File: src/wprc_pkg.sv
// Shared constants, carrier types and helpers for the wireless power receiver comm block
package wprc_pkg;
  // Clock and period-measuring oscillator, in kHz
  localparam int          CLK_KHZ     = 100000;
  localparam int          OSC_KHZ     = 60000;
  localparam logic [6:0]  ACC_MOD     = 7'(CLK_KHZ / 1000);
  localparam logic [6:0]  OSC_INC     = 7'(OSC_KHZ / 1000);
  // ASK link timing
  localparam int          ASK_BPS     = 2000;
  localparam int          ASK_HALF_CYC = (CLK_KHZ * 1000) / (2 * ASK_BPS);
  localparam int          PRE_BITS    = 11;
  // FSK link timing, in power-signal cycles and oscillator counts
  localparam int          FSK_HALF_CYC = 256;
  localparam logic [8:0]  SLOT_LAST   = 9'(FSK_HALF_CYC - 1);
  localparam int          FSK_SHIFT   = 3;
  localparam logic [16:0] FSK_TOL     = 17'(FSK_SHIFT - 1);
  // Serial byte framing
  localparam int          DATA_BITS   = 8;
  localparam logic [3:0]  BYTE_BITS   = 4'(DATA_BITS + 3);
  localparam int          MSG_MAX     = 4;
  // Received power report arithmetic
  localparam logic [27:0] GAIN_UNITY  = 28'h00006DB;
  localparam logic [28:0] OFFSET_BIAS = 29'h00006DB;
  localparam int          CODE_W      = 12;
  localparam logic [28:0] MARGIN_MW   = 29'h00002EE;
  localparam logic [28:0] RPT_MAX     = 29'h000FFFF;
  // Periodic power report
  localparam int          RPP_PERIOD_MS = 100;
  localparam int          RPP_PERIOD_CYC = RPP_PERIOD_MS * CLK_KHZ;

  typedef enum logic [1:0] {TX_IDLE, TX_PRE, TX_BYTE} wprc_tx_st_t;
  typedef enum logic {RX_IDLE, RX_RUN} wprc_rx_st_t;

  // Outgoing packet: header, message length, message bytes
  typedef struct packed {
    logic [7:0]               header;
    logic [2:0]               len;
    logic [MSG_MAX-1:0][7:0]  msg;
  } wprc_pkt_t;

  // Demodulated byte with one-cycle strobes
  typedef struct packed {
    logic       valid;
    logic       err;
    logic [7:0] data;
  } wprc_rx_t;

  // Start, data LSB first, odd parity, stop
  function automatic logic [10:0] wprc_frame(input logic [7:0] b);
    return {1'b1, ~^b, b, 1'b0};
  endfunction : wprc_frame
endpackage : wprc_pkg

File: src/wprc_core.sv
// Receiver comm, power report, thermistor and alignment logic
// What this block does
// Shut down when thermistor voltage sits between upper and lower comparator levels.
// Below lower level, flag end of charge and send end-power packets.
// Present misalignment per axis as signed 8-bit magnitude and direction.
// Sign of each axis value comes from phase against the power signal.
// In power transfer, send a received-power packet periodically.
// Reported power is estimate plus a 750 mW accuracy margin.
// Offset input code maps to roughly minus 1.76 W to plus 2.34 W.
// Gain input code maps to factor roughly 0 to 2.33.
// Both calibration inputs grounded disables compensation.
// Report is power times gain over 1755, plus offset, minus 1755.
// Send bits by grounding both coil nodes through capacitors at 2 kbps.
// Transmitter shifts frequency in runs of 256 power cycles.
// Only positive FSK: shifted frequency is always the higher one.
// Transmitter answers only after our packet, with under 1% deviation.
// Periods counted at 60 MHz; shifted period is 3 counts shorter.
// Start bit is 512 shifted cycles, read as zero.
// One is 256 plus 256 at differing levels; zero is 512 at one.
// FSK bytes framed as start, data, parity, stop.
// ASK uses differential bi-phase on 2 kHz; one toggles mid-bit.
// Each byte is start, eight data, parity, stop: eleven bits.
// Packet is preamble, header, message, checksum in order.
// Odd parity per byte; checksum is xor of header and message.
// Classify periods against running base; drop bad parity or framing.
`timescale 1ns/1ns
module wprc_core #(
  parameter int ASK_HALF_CYC   = wprc_pkg::ASK_HALF_CYC,
  parameter int RPP_PERIOD_CYC = wprc_pkg::RPP_PERIOD_CYC,
  parameter logic [7:0] RPP_HEADER = 8'h01,
  parameter logic [7:0] EPT_HEADER = 8'h02,
  parameter logic [7:0] EPT_CODE   = 8'h00
) (
  input  wire logic                 ref_clk,
  input  wire logic                 reset_n,
  input  wire logic                 coil_node_first_sense,
  input  wire logic                 horizontal_misalign_sense_phase,
  input  wire logic                 vertical_misalign_sense_phase,
  input  wire logic [6:0]           horizontal_misalign_sense_mag,
  input  wire logic [6:0]           vertical_misalign_sense_mag,
  input  wire logic                 thermistor_charge_end_input_above_hi,
  input  wire logic                 thermistor_charge_end_input_below_lo,
  input  wire logic [11:0]          power_report_offset_input,
  input  wire logic [11:0]          power_report_gain_input,
  input  wire logic [15:0]          estimated_received_power,
  input  wire logic                 power_transfer_phase,
  input  wire wprc_pkg::wprc_pkt_t  app_pkt,
  input  wire logic                 app_pkt_req,
  output wire logic                 app_pkt_ready,
  output wire logic                 coil_node_first_mod,
  output wire logic                 coil_node_second_mod,
  output wire logic                 tx_busy,
  output wire logic                 over_temp_shutdown,
  output wire logic                 end_of_charge,
  output wire logic signed [7:0]    horizontal_misalign,
  output wire logic signed [7:0]    vertical_misalign,
  output wire logic [15:0]          reported_power_mw,
  output wire wprc_pkg::wprc_rx_t   rx_byte
);
  // Timer widths bound the parameters
  if (ASK_HALF_CYC < 2 || ASK_HALF_CYC > 65535) begin : g_chk_ask
    $error("ASK_HALF_CYC out of range");
  end
  if (RPP_PERIOD_CYC < 2 || RPP_PERIOD_CYC > 16777215) begin : g_chk_rpp
    $error("RPP_PERIOD_CYC out of range");
  end
  localparam logic [15:0] HB_LAST  = 16'(ASK_HALF_CYC - 1);
  localparam logic [23:0] RPP_LAST = 24'(RPP_PERIOD_CYC - 1);

  typedef struct packed {
    logic [1:0]           pac_s;
    logic [1:0]           ax_s;
    logic [1:0]           ay_s;
    logic [1:0]           hi_s;
    logic [1:0]           lo_s;
    logic                 pac_d;
    logic [6:0]           acc;
    logic [15:0]          per_cnt;
    logic [15:0]          base;
    logic                 lvl;
    wprc_pkg::wprc_rx_st_t rx_st;
    logic [8:0]           slot;
    logic                 half;
    logic                 h0;
    logic [3:0]           rbit;
    logic [10:0]          rsh;
    logic                 armed;
    wprc_pkg::wprc_rx_t   rx;
    wprc_pkg::wprc_tx_st_t tx_st;
    logic [15:0]          hb;
    logic                 phase;
    logic                 cur;
    logic [3:0]           bidx;
    logic [3:0]           pre;
    logic [10:0]          sh;
    logic [2:0]           idx;
    logic [7:0]           chk;
    wprc_pkg::wprc_pkt_t  pkt;
    logic                 mod;
    logic [23:0]          rpp_tmr;
    logic                 rpp_due;
    logic                 shut;
    logic                 eoc;
    logic [7:0]           alx;
    logic [7:0]           aly;
    logic [15:0]          rpt;
  } wprc_state_t;

  wprc_state_t          st_r;
  wprc_state_t          st_nxt;
  logic                 pwr_rise;
  logic                 tick;
  logic                 mod_now;
  logic                 fod_off;
  logic [27:0]          prod;
  logic [27:0]          quot;
  logic [28:0]          total;
  logic [28:0]          rpt_full;
  logic [15:0]          rpt_val;

  // Power-signal edge from synchronised comparator
  assign pwr_rise = st_r.pac_s[1] & ~st_r.pac_d;
  // sixty MHz tick
  assign tick = (st_r.acc >= (wprc_pkg::ACC_MOD - wprc_pkg::OSC_INC));
  // shorter period means shifted
  assign mod_now = (st_r.base != 16'h0000) &&
                   (({1'b0, st_r.per_cnt} + wprc_pkg::FSK_TOL) <= {1'b0, st_r.base});

  // codes scale power; divide is wide but only settles once a cycle
  assign prod  = 28'(estimated_received_power) * 28'(power_report_gain_input);
  assign quot  = prod / wprc_pkg::GAIN_UNITY;
  // margin added before bias removal
  assign total = 29'(quot) + 29'(power_report_offset_input) + wprc_pkg::MARGIN_MW;
  // grounded pins bypass compensation
  assign fod_off  = (power_report_offset_input == 12'h000) && (power_report_gain_input == 12'h000);
  assign rpt_full = fod_off ? (29'(estimated_received_power) + wprc_pkg::MARGIN_MW) :
                    (total < wprc_pkg::OFFSET_BIAS) ? 29'h0000000 : total - wprc_pkg::OFFSET_BIAS;
  // Saturate rather than wrap so a big load never reports as small
  assign rpt_val  = (rpt_full > wprc_pkg::RPT_MAX) ? 16'hFFFF : rpt_full[15:0];

  // Host packet accepted only when nothing of higher priority waits
  assign app_pkt_ready = (st_r.tx_st == wprc_pkg::TX_IDLE) && !st_r.eoc && !st_r.rpp_due;

  // Next-state logic for the whole block
  always_comb begin
    wprc_pkg::wprc_pkt_t pkt_sel;
    logic                load;
    logic                bit_start;
    logic                rbit_v;
    logic [10:0]         frm;
    logic [7:0]          nb;
    pkt_sel   = '0;
    load      = 1'b0;
    bit_start = 1'b0;
    rbit_v    = 1'b0;
    frm       = '0;
    nb        = '0;
    st_nxt    = st_r;
    // Two-stage synchronisers for pin inputs
    st_nxt.pac_s = {st_r.pac_s[0], coil_node_first_sense};
    st_nxt.ax_s  = {st_r.ax_s[0], horizontal_misalign_sense_phase};
    st_nxt.ay_s  = {st_r.ay_s[0], vertical_misalign_sense_phase};
    st_nxt.hi_s  = {st_r.hi_s[0], thermistor_charge_end_input_above_hi};
    st_nxt.lo_s  = {st_r.lo_s[0], thermistor_charge_end_input_below_lo};
    st_nxt.pac_d = st_r.pac_s[1];
    // window between the two comparators
    st_nxt.shut = ~st_r.hi_s[1] & ~st_r.lo_s[1];
    // end of charge below lower level
    st_nxt.eoc  = st_r.lo_s[1];
    st_nxt.rpt  = rpt_val;
    // phase accumulator yields 60 ticks per 100 clocks
    st_nxt.acc = tick ? st_r.acc + wprc_pkg::OSC_INC - wprc_pkg::ACC_MOD
                      : st_r.acc + wprc_pkg::OSC_INC;
    if (tick && st_r.per_cnt != 16'hFFFF) begin
      st_nxt.per_cnt = st_r.per_cnt + 16'h0001;
    end
    if (pwr_rise) begin
      st_nxt.per_cnt = 16'h0000;
      st_nxt.lvl     = mod_now;
      // base follows unshifted periods only
      if (!mod_now) begin
        st_nxt.base = st_r.per_cnt;
      end
      // sign from axis phase at power edge
      st_nxt.alx = st_r.ax_s[1] ? {1'b0, horizontal_misalign_sense_mag}
                                : 8'h00 - {1'b0, horizontal_misalign_sense_mag};
      st_nxt.aly = st_r.ay_s[1] ? {1'b0, vertical_misalign_sense_mag}
                                : 8'h00 - {1'b0, vertical_misalign_sense_mag};
    end

    // FSK bit and byte recovery
    st_nxt.rx = '0;
    case (st_r.rx_st)
      wprc_pkg::RX_IDLE: begin
        // listen after our packet, start on shifted cycles
        if (pwr_rise && mod_now && st_r.armed && st_r.tx_st == wprc_pkg::TX_IDLE) begin
          st_nxt.rx_st = wprc_pkg::RX_RUN;
          st_nxt.slot  = 9'h001;
          st_nxt.half  = 1'b0;
          st_nxt.rbit  = 4'h0;
        end
      end
      wprc_pkg::RX_RUN: begin
        if (pwr_rise) begin
          // half-bit slots of 256 cycles
          if (st_r.slot == wprc_pkg::SLOT_LAST) begin
            st_nxt.slot = 9'h000;
            st_nxt.half = ~st_r.half;
            if (!st_r.half) begin
              st_nxt.h0 = mod_now;
            end else begin
              // level change mid-bit means one
              rbit_v      = st_r.h0 ^ mod_now;
              frm         = {rbit_v, st_r.rsh[10:1]};
              st_nxt.rsh  = frm;
              st_nxt.rbit = st_r.rbit + 4'h1;
              // start bit must decode as zero
              if (st_r.rbit == 4'h0 && rbit_v) begin
                st_nxt.rx.err = 1'b1;
                st_nxt.rx_st  = wprc_pkg::RX_IDLE;
              end else if (st_r.rbit == wprc_pkg::BYTE_BITS - 4'h1) begin
                st_nxt.rx_st = wprc_pkg::RX_IDLE;
                // stop and odd parity checked
                if (frm[10] && (^frm[9:1])) begin
                  st_nxt.rx.valid = 1'b1;
                  st_nxt.rx.data  = frm[8:1];
                end else begin
                  st_nxt.rx.err = 1'b1;
                end
              end
            end
          end else begin
            st_nxt.slot = st_r.slot + 9'h001;
          end
        end
      end
      default: st_nxt.rx_st = wprc_pkg::RX_IDLE;
    endcase

    // ASK packet transmitter
    case (st_r.tx_st)
      wprc_pkg::TX_IDLE: begin
        // end-power packets repeat while end of charge holds
        if (st_r.eoc) begin
          pkt_sel.header = EPT_HEADER;
          pkt_sel.len    = 3'h1;
          pkt_sel.msg[0] = EPT_CODE;
          load           = 1'b1;
        // periodic received-power packet
        end else if (st_r.rpp_due) begin
          pkt_sel.header = RPP_HEADER;
          pkt_sel.len    = 3'h2;
          pkt_sel.msg[0] = st_r.rpt[15:8];
          pkt_sel.msg[1] = st_r.rpt[7:0];
          st_nxt.rpp_due = 1'b0;
          load           = 1'b1;
        end else if (app_pkt_req) begin
          pkt_sel = app_pkt;
          if (app_pkt.len > 3'(wprc_pkg::MSG_MAX)) begin
            pkt_sel.len = 3'(wprc_pkg::MSG_MAX);
          end
          load = 1'b1;
        end
        // preamble leads every packet
        if (load) begin
          st_nxt.pkt   = pkt_sel;
          st_nxt.tx_st = wprc_pkg::TX_PRE;
          st_nxt.pre   = 4'(wprc_pkg::PRE_BITS - 1);
          st_nxt.cur   = 1'b1;
          st_nxt.chk   = pkt_sel.header;
          st_nxt.idx   = 3'h0;
          st_nxt.phase = 1'b0;
          st_nxt.hb    = HB_LAST;
          bit_start    = 1'b1;
        end
      end
      wprc_pkg::TX_PRE, wprc_pkg::TX_BYTE: begin
        if (st_r.hb != 16'h0000) begin
          st_nxt.hb = st_r.hb - 16'h0001;
        end else begin
          st_nxt.hb    = HB_LAST;
          st_nxt.phase = ~st_r.phase;
          if (!st_r.phase) begin
            // a one toggles again mid-bit
            if (st_r.cur) begin
              st_nxt.mod = ~st_r.mod;
            end
          end else if (st_r.tx_st == wprc_pkg::TX_PRE) begin
            bit_start = 1'b1;
            if (st_r.pre != 4'h0) begin
              st_nxt.pre = st_r.pre - 4'h1;
            end else begin
              // header byte follows preamble
              frm          = wprc_pkg::wprc_frame(st_r.pkt.header);
              st_nxt.tx_st = wprc_pkg::TX_BYTE;
              st_nxt.sh    = frm;
              st_nxt.bidx  = 4'h0;
              st_nxt.cur   = frm[0];
            end
          end else if (st_r.bidx != wprc_pkg::BYTE_BITS - 4'h1) begin
            bit_start   = 1'b1;
            st_nxt.bidx = st_r.bidx + 4'h1;
            st_nxt.sh   = {1'b0, st_r.sh[10:1]};
            st_nxt.cur  = st_r.sh[1];
          end else if (st_r.idx <= st_r.pkt.len) begin
            // message bytes then xor checksum
            nb          = (st_r.idx == st_r.pkt.len) ? st_r.chk : st_r.pkt.msg[st_r.idx[1:0]];
            frm         = wprc_pkg::wprc_frame(nb);
            bit_start   = 1'b1;
            st_nxt.chk  = st_r.chk ^ nb;
            st_nxt.idx  = st_r.idx + 3'h1;
            st_nxt.sh   = frm;
            st_nxt.bidx = 4'h0;
            st_nxt.cur  = frm[0];
          end else begin
            // Return switches open; arm the listener for the reply
            st_nxt.tx_st = wprc_pkg::TX_IDLE;
            st_nxt.mod   = 1'b0;
            st_nxt.armed = 1'b1;
          end
        end
      end
      default: st_nxt.tx_st = wprc_pkg::TX_IDLE;
    endcase
    // every bit starts with a transition
    if (bit_start) begin
      st_nxt.mod = ~st_r.mod;
    end

    // report timer runs only during power transfer
    if (!power_transfer_phase) begin
      st_nxt.rpp_tmr = RPP_LAST;
      st_nxt.rpp_due = 1'b0;
    end else if (st_r.rpp_tmr == 24'h000000) begin
      st_nxt.rpp_tmr = RPP_LAST;
      st_nxt.rpp_due = 1'b1;
    end else begin
      st_nxt.rpp_tmr = st_r.rpp_tmr - 24'h000001;
    end
  end

  // Single state register
  always_ff @(posedge ref_clk or negedge reset_n) begin
    if (!reset_n) begin
      st_r         <= '0;
      st_r.rpp_tmr <= RPP_LAST;
    end else begin
      st_r <= st_nxt;
    end
  end

  // both coil nodes switched together
  assign coil_node_first_mod  = st_r.mod;
  assign coil_node_second_mod = st_r.mod;
  assign tx_busy              = (st_r.tx_st != wprc_pkg::TX_IDLE);
  assign over_temp_shutdown   = st_r.shut;
  assign end_of_charge        = st_r.eoc;
  // signed axis values
  assign horizontal_misalign  = st_r.alx;
  assign vertical_misalign    = st_r.aly;
  assign reported_power_mw    = st_r.rpt;
  assign rx_byte              = st_r.rx;

  // Helper: cycles since last modulation change
  logic        mod_d_r;
  logic [16:0] gap_r;
  always_ff @(posedge ref_clk or negedge reset_n) begin
    if (!reset_n) begin
      mod_d_r <= 1'b0;
      gap_r   <= 17'h00000;
    end else begin
      mod_d_r <= st_r.mod;
      gap_r   <= (st_r.mod != mod_d_r) ? 17'h00001 : gap_r + 17'h00001;
    end
  end
endmodule : wprc_core

File: config.mk
export PLATFORM = sky130hd
export DESIGN_NAME = wprc_core
export DESIGN_NICKNAME = d
export VERILOG_FILES = /design/src/wprc_pkg.sv /design/src/wprc_core.sv
export SDC_FILE = /design/constraint.sdc
export NUM_CORES = 1
export LEC_CHECK = 0
export BUFFER_PORTS_ARGS = -buffer_cell sky130_fd_sc_hd__buf_2
export CAP_MARGIN = 25
export CORE_MARGIN = 4
export CORE_UTILIZATION = 40
export CTS_BUF_LIST = sky130_fd_sc_hd__clkbuf_4 sky130_fd_sc_hd__clkbuf_8
export CTS_CLUSTER_SIZE = 30
export DETAILED_ROUTE_END_ITERATION = 10
export MAX_ROUTING_LAYER = met4
export PLACE_DENSITY = 0.53
export SLEW_MARGIN = 20
export SYNTH_ARGS = -nofsm -noshare
export SYNTH_HDL_FRONTEND = slang
export SYNTH_SLANG_ARGS = --single-unit
export TNS_END_PERCENT = 50
File: constraint.sdc
create_clock -name ref_clk -period 6.62 [get_ports ref_clk]
set_input_delay 0.662 -clock ref_clk [delete_from_list [all_inputs] [get_ports ref_clk]]
set_output_delay 0.662 -clock ref_clk [all_outputs]
set_load 0.01 [all_outputs]
==> out/metrics.yaml <==
crit_family: "compound AO/OA/AOI/OAI gates"
result_of_the_run: "complete, but fails checks"
final_critical_path_setup_slack_ps: -16700
min_path_type: "in -> async"
clock_sink_count: 236
synth_sequential_area_ratio: 0.203
timing.critical_path.depth: 110
design.die.area_mm2: 0.0775
cp_slowest_stage_delay_ps: 600
place_hpwl_mm: 72.0
antenna_found_initial: 2
die_width_um: 278
io-pin-count: 154
post-route-min-period_ps: 23320
slew_headroom: 0.345
synth_edf_count: 0
fraction_of_layout_instances_using_a_drive_strength_above_1: 0.359
synthMostInstantiatedCell: "nand2_1"
areaGrowthSynthToFinish_pct: 39.5
vias_per_cell: 5.31
ctsHtreeMaxLevel: 2
holdBufCountCts: 0
worst-setup-path-type: "in -> reg"
numCtsBuffers: 36
timing.critical_path.to_type: "flop"
grt_util_met1: 0.305
drc: 0
number_of_iterations_in_the_first_detailed_routing_pass: 6
cts_tree: "yes"
final-setup-viol-count: 16
yosys_warnings: 0
floorplan_core_area_mm2: 0.0720
cap_violations: 0
global_route_total_overflow: 0
cts_root_buffer: "clkbuf_8"
synth_largest_area_cell: "dfrtp_1"
post_synth_most_frequent_cells: "nand2_1 (484), inv_1 (289), nor2_1 (256)"
nNetsFinal: 4985
rows: 98
timing.final.crit_share: 3.52
worstRegToRegCells: 26
data_arrival_at_the_endpoint_of_the_critical_path_ps: 23710
crit_slowest_cell: "fa_2"
syn-cell-area_mm2: 0.0292
final_cells: 5581
detailroute.via_count: 29600
routed_wirelength_mm: 90.4
number_of_global_route_vias_before_repair: 29100
synthTopCellsByArea: "dfrtp_1 (19%), fa_1 (9.7%), nand2_1 (6.2%)"
rsz_0062_raised_after_global_routing: "yes"
gpl.final_weighted_congestion: 0.900
drt-initial-drc-count: 1934
timing.critical_path.required_ps: 7010
dp_cells: 5418
worstMarginPinSlew_ps: 979
ys_dominant_reg_cell: "dfrtp_1"
fmax_mhz: 42.9
initial_core_util: 0.406
ant_nets: 0
post_synthesis_register_bit_count: 236
finalHoldViolations: 0
cts.reportedPaths.clkPinSlew_ps: 70
synth_largest_type_area_fraction: 0.190
globalRoute.busiestLayer: "met2"
grt_use_met3: 0.0154
grt_max_degree: 107
path_buf_inv: 23
violations: "negative setup slack"
postSynthNetCount: 4006
port_buffers: 153
clkLatencyLatePin_ps: 560
post_synth_inst_count: 3621
cts_max_path_buffers: 3
synth.avg_cell_area_um2: 8.07
die_height_um: 278
met2_usage: 0.392
finalMaxSlewViolations: 0
worst_setup_path_start_kind: "input port"
drt-wirelength-per-cell_um: 16.2
yosysUniqueCellTypes: 147
critPathMaxFanout: 8
grt.total_usage: 0.230
first_pass_grt_wire_length_mm: 148
fin_skew_ps: 39.6
synth_async_sr_flop_share: 1.00
cpMostUsedCell: "buf_4"
-- cells in the final DEF, fill, tap and decap left out, drive strengths merged, types with 13 or more instances in the layout --
cell type  count
a211oi        35
a21boi        18
a21o          36
a21oi        200
a221oi        13
a222oi        17
a31oi         36
and2         124
and3          35
buf         1122
clkbuf        61
dfrtp        222
dfstp         14
fa           141
ha           138
inv          295
mux2          34
mux2i         52
nand2        487
nand2b        29
nand3         91
nand4         43
nor2         257
nor2b         24
nor3          74
nor3b         23
nor4          41
o211ai        29
o21a          21
o21ai        247
o21bai        22
o221ai        29
o22ai         17
o31ai         29
or2           22
or3           27
xnor2        196
xor2          91
-- logic make-up (layout without fill, tap and decap cells) --
logic type,Yosys count,after routing,synth area share
buf+inv,480,1486,0.0718
simple gates,1321,1321,0.219
mux,94,94,0.0378
compound gates,917,917,0.221
fa+ha+maj,286,286,0.158
other cells,0,4,0
xor+xnor,287,287,0.0895
flops,236,236,0.203
-- flip-flops by register name, indices dropped and copies added, names as in the netlist --
register             cells
end_of_charge            1
vertical_misalign        8
horizontal_misalign      8
st_r                   184
rx_byte                 10
coil_node_first_mod      1
st_nxt                   7
over_temp_shutdown       1
reported_power_mw       16
-- cell type report --
| class | count | area (µm²) |
|---|---|---|
| inverter | 295 | 1120 |
| clock inverter | 8 | 130 |
| fill | 6719 | 31200 |
| multi-input combinational | 2905 | 23300 |
| sequential | 236 | 5920 |
| tap | 950 | 1190 |
| clock buffer | 57 | 734 |
| antenna | 4 | 10.0 |
| timing repair buffer | 1126 | 8350 |
-- worst register-to-register path: stages (launching register included) --
cell and delay, ps:
dfrtp_1 460, ha_1 330, ha_1 290, o21ai_0 80, nand2b_1 80, a21oi_1 140
nor2b_1 60, o21ai_0 150, nand2b_1 80, a21oi_1 140, nor2b_1 60, o21ai_0 130
nand2b_1 80, a21oi_1 150, nor2b_1 60, o21ai_0 140, nand2b_1 70, a21oi_1 140
nor2b_1 60, o21ai_0 150, nand2b_1 80, a21oi_1 150, o221a_2 280, nor3b_1 700
a21oi_1 340, a21o_1 250, a21o_1 160
-- path summary, 6_finish.rpt --
| path | start | endpoint | slack [ps] |
|---|---|---|---|
| max | estimated_received_power[12] | reported_power_mw[4]$_DFF_PN0_ | -16700 |
| min | reset_n | vertical_misalign[5]$_DFFE_PN0P_ | 140 |
| max reg2reg | st_r[209]$_DFFE_PN0P_ | st_r[180]$_DFFE_PN0P_ | 1710 |
| min reg2reg | st_nxt[239]$_DFF_PN0_ | st_r[239]$_DFF_PN0_ | 350 |
| max in group asynchronous | reset_n | st_r[181]$_DFFE_PN0P_ | 4980 |
| min in group ref_clk | thermistor_charge_end_input_below_lo | st_nxt[233]$_DFF_PN0_ | 200 |
-- layer usage --
metal | up-vias | part of all wire
met3 | 86 | 0.035
met5 | - | 0
met1 | 14300 | 0.46
met2 | 560 | 0.49
li1 | 14700 | -
met4 | 0 | 0.016
-- through the flow --
step | area [µm²] | hold slack, ps | utilization | worst slack [ps] | TNS [ps]
after floorplan | 29700 | 331 | - | -17130 | -273520
after global placement | 37300 | 332 | 0.518 | -17780 | -284330
after detailed placement | 37300 | 336 | 0.518 | -17950 | -286850
after CTS | 39000 | 151 | 0.542 | -16700 | -266420
after global routing | 40800 | 176 | 0.567 | -17940 | -286340
final | 40800 | 136 | 0.567 | -16700 | -266640
-- what timing repair did --
| action | CTS | global route |
|---|---|---|
| endpoints found under the setup margin | 16 | 16 |
| endpoints found under the hold margin | 0 | 0 |
| setup buffers | 30 | 64 |
| gates resized for setup | 115 | 280 |
| pin swaps | 56 | 132 |
| gates cloned | 0 | 1 |
Power is left out: the tool's default activity adds up to more than one toggle a clock period on the data nets, which glitch-free logic cannot reach.
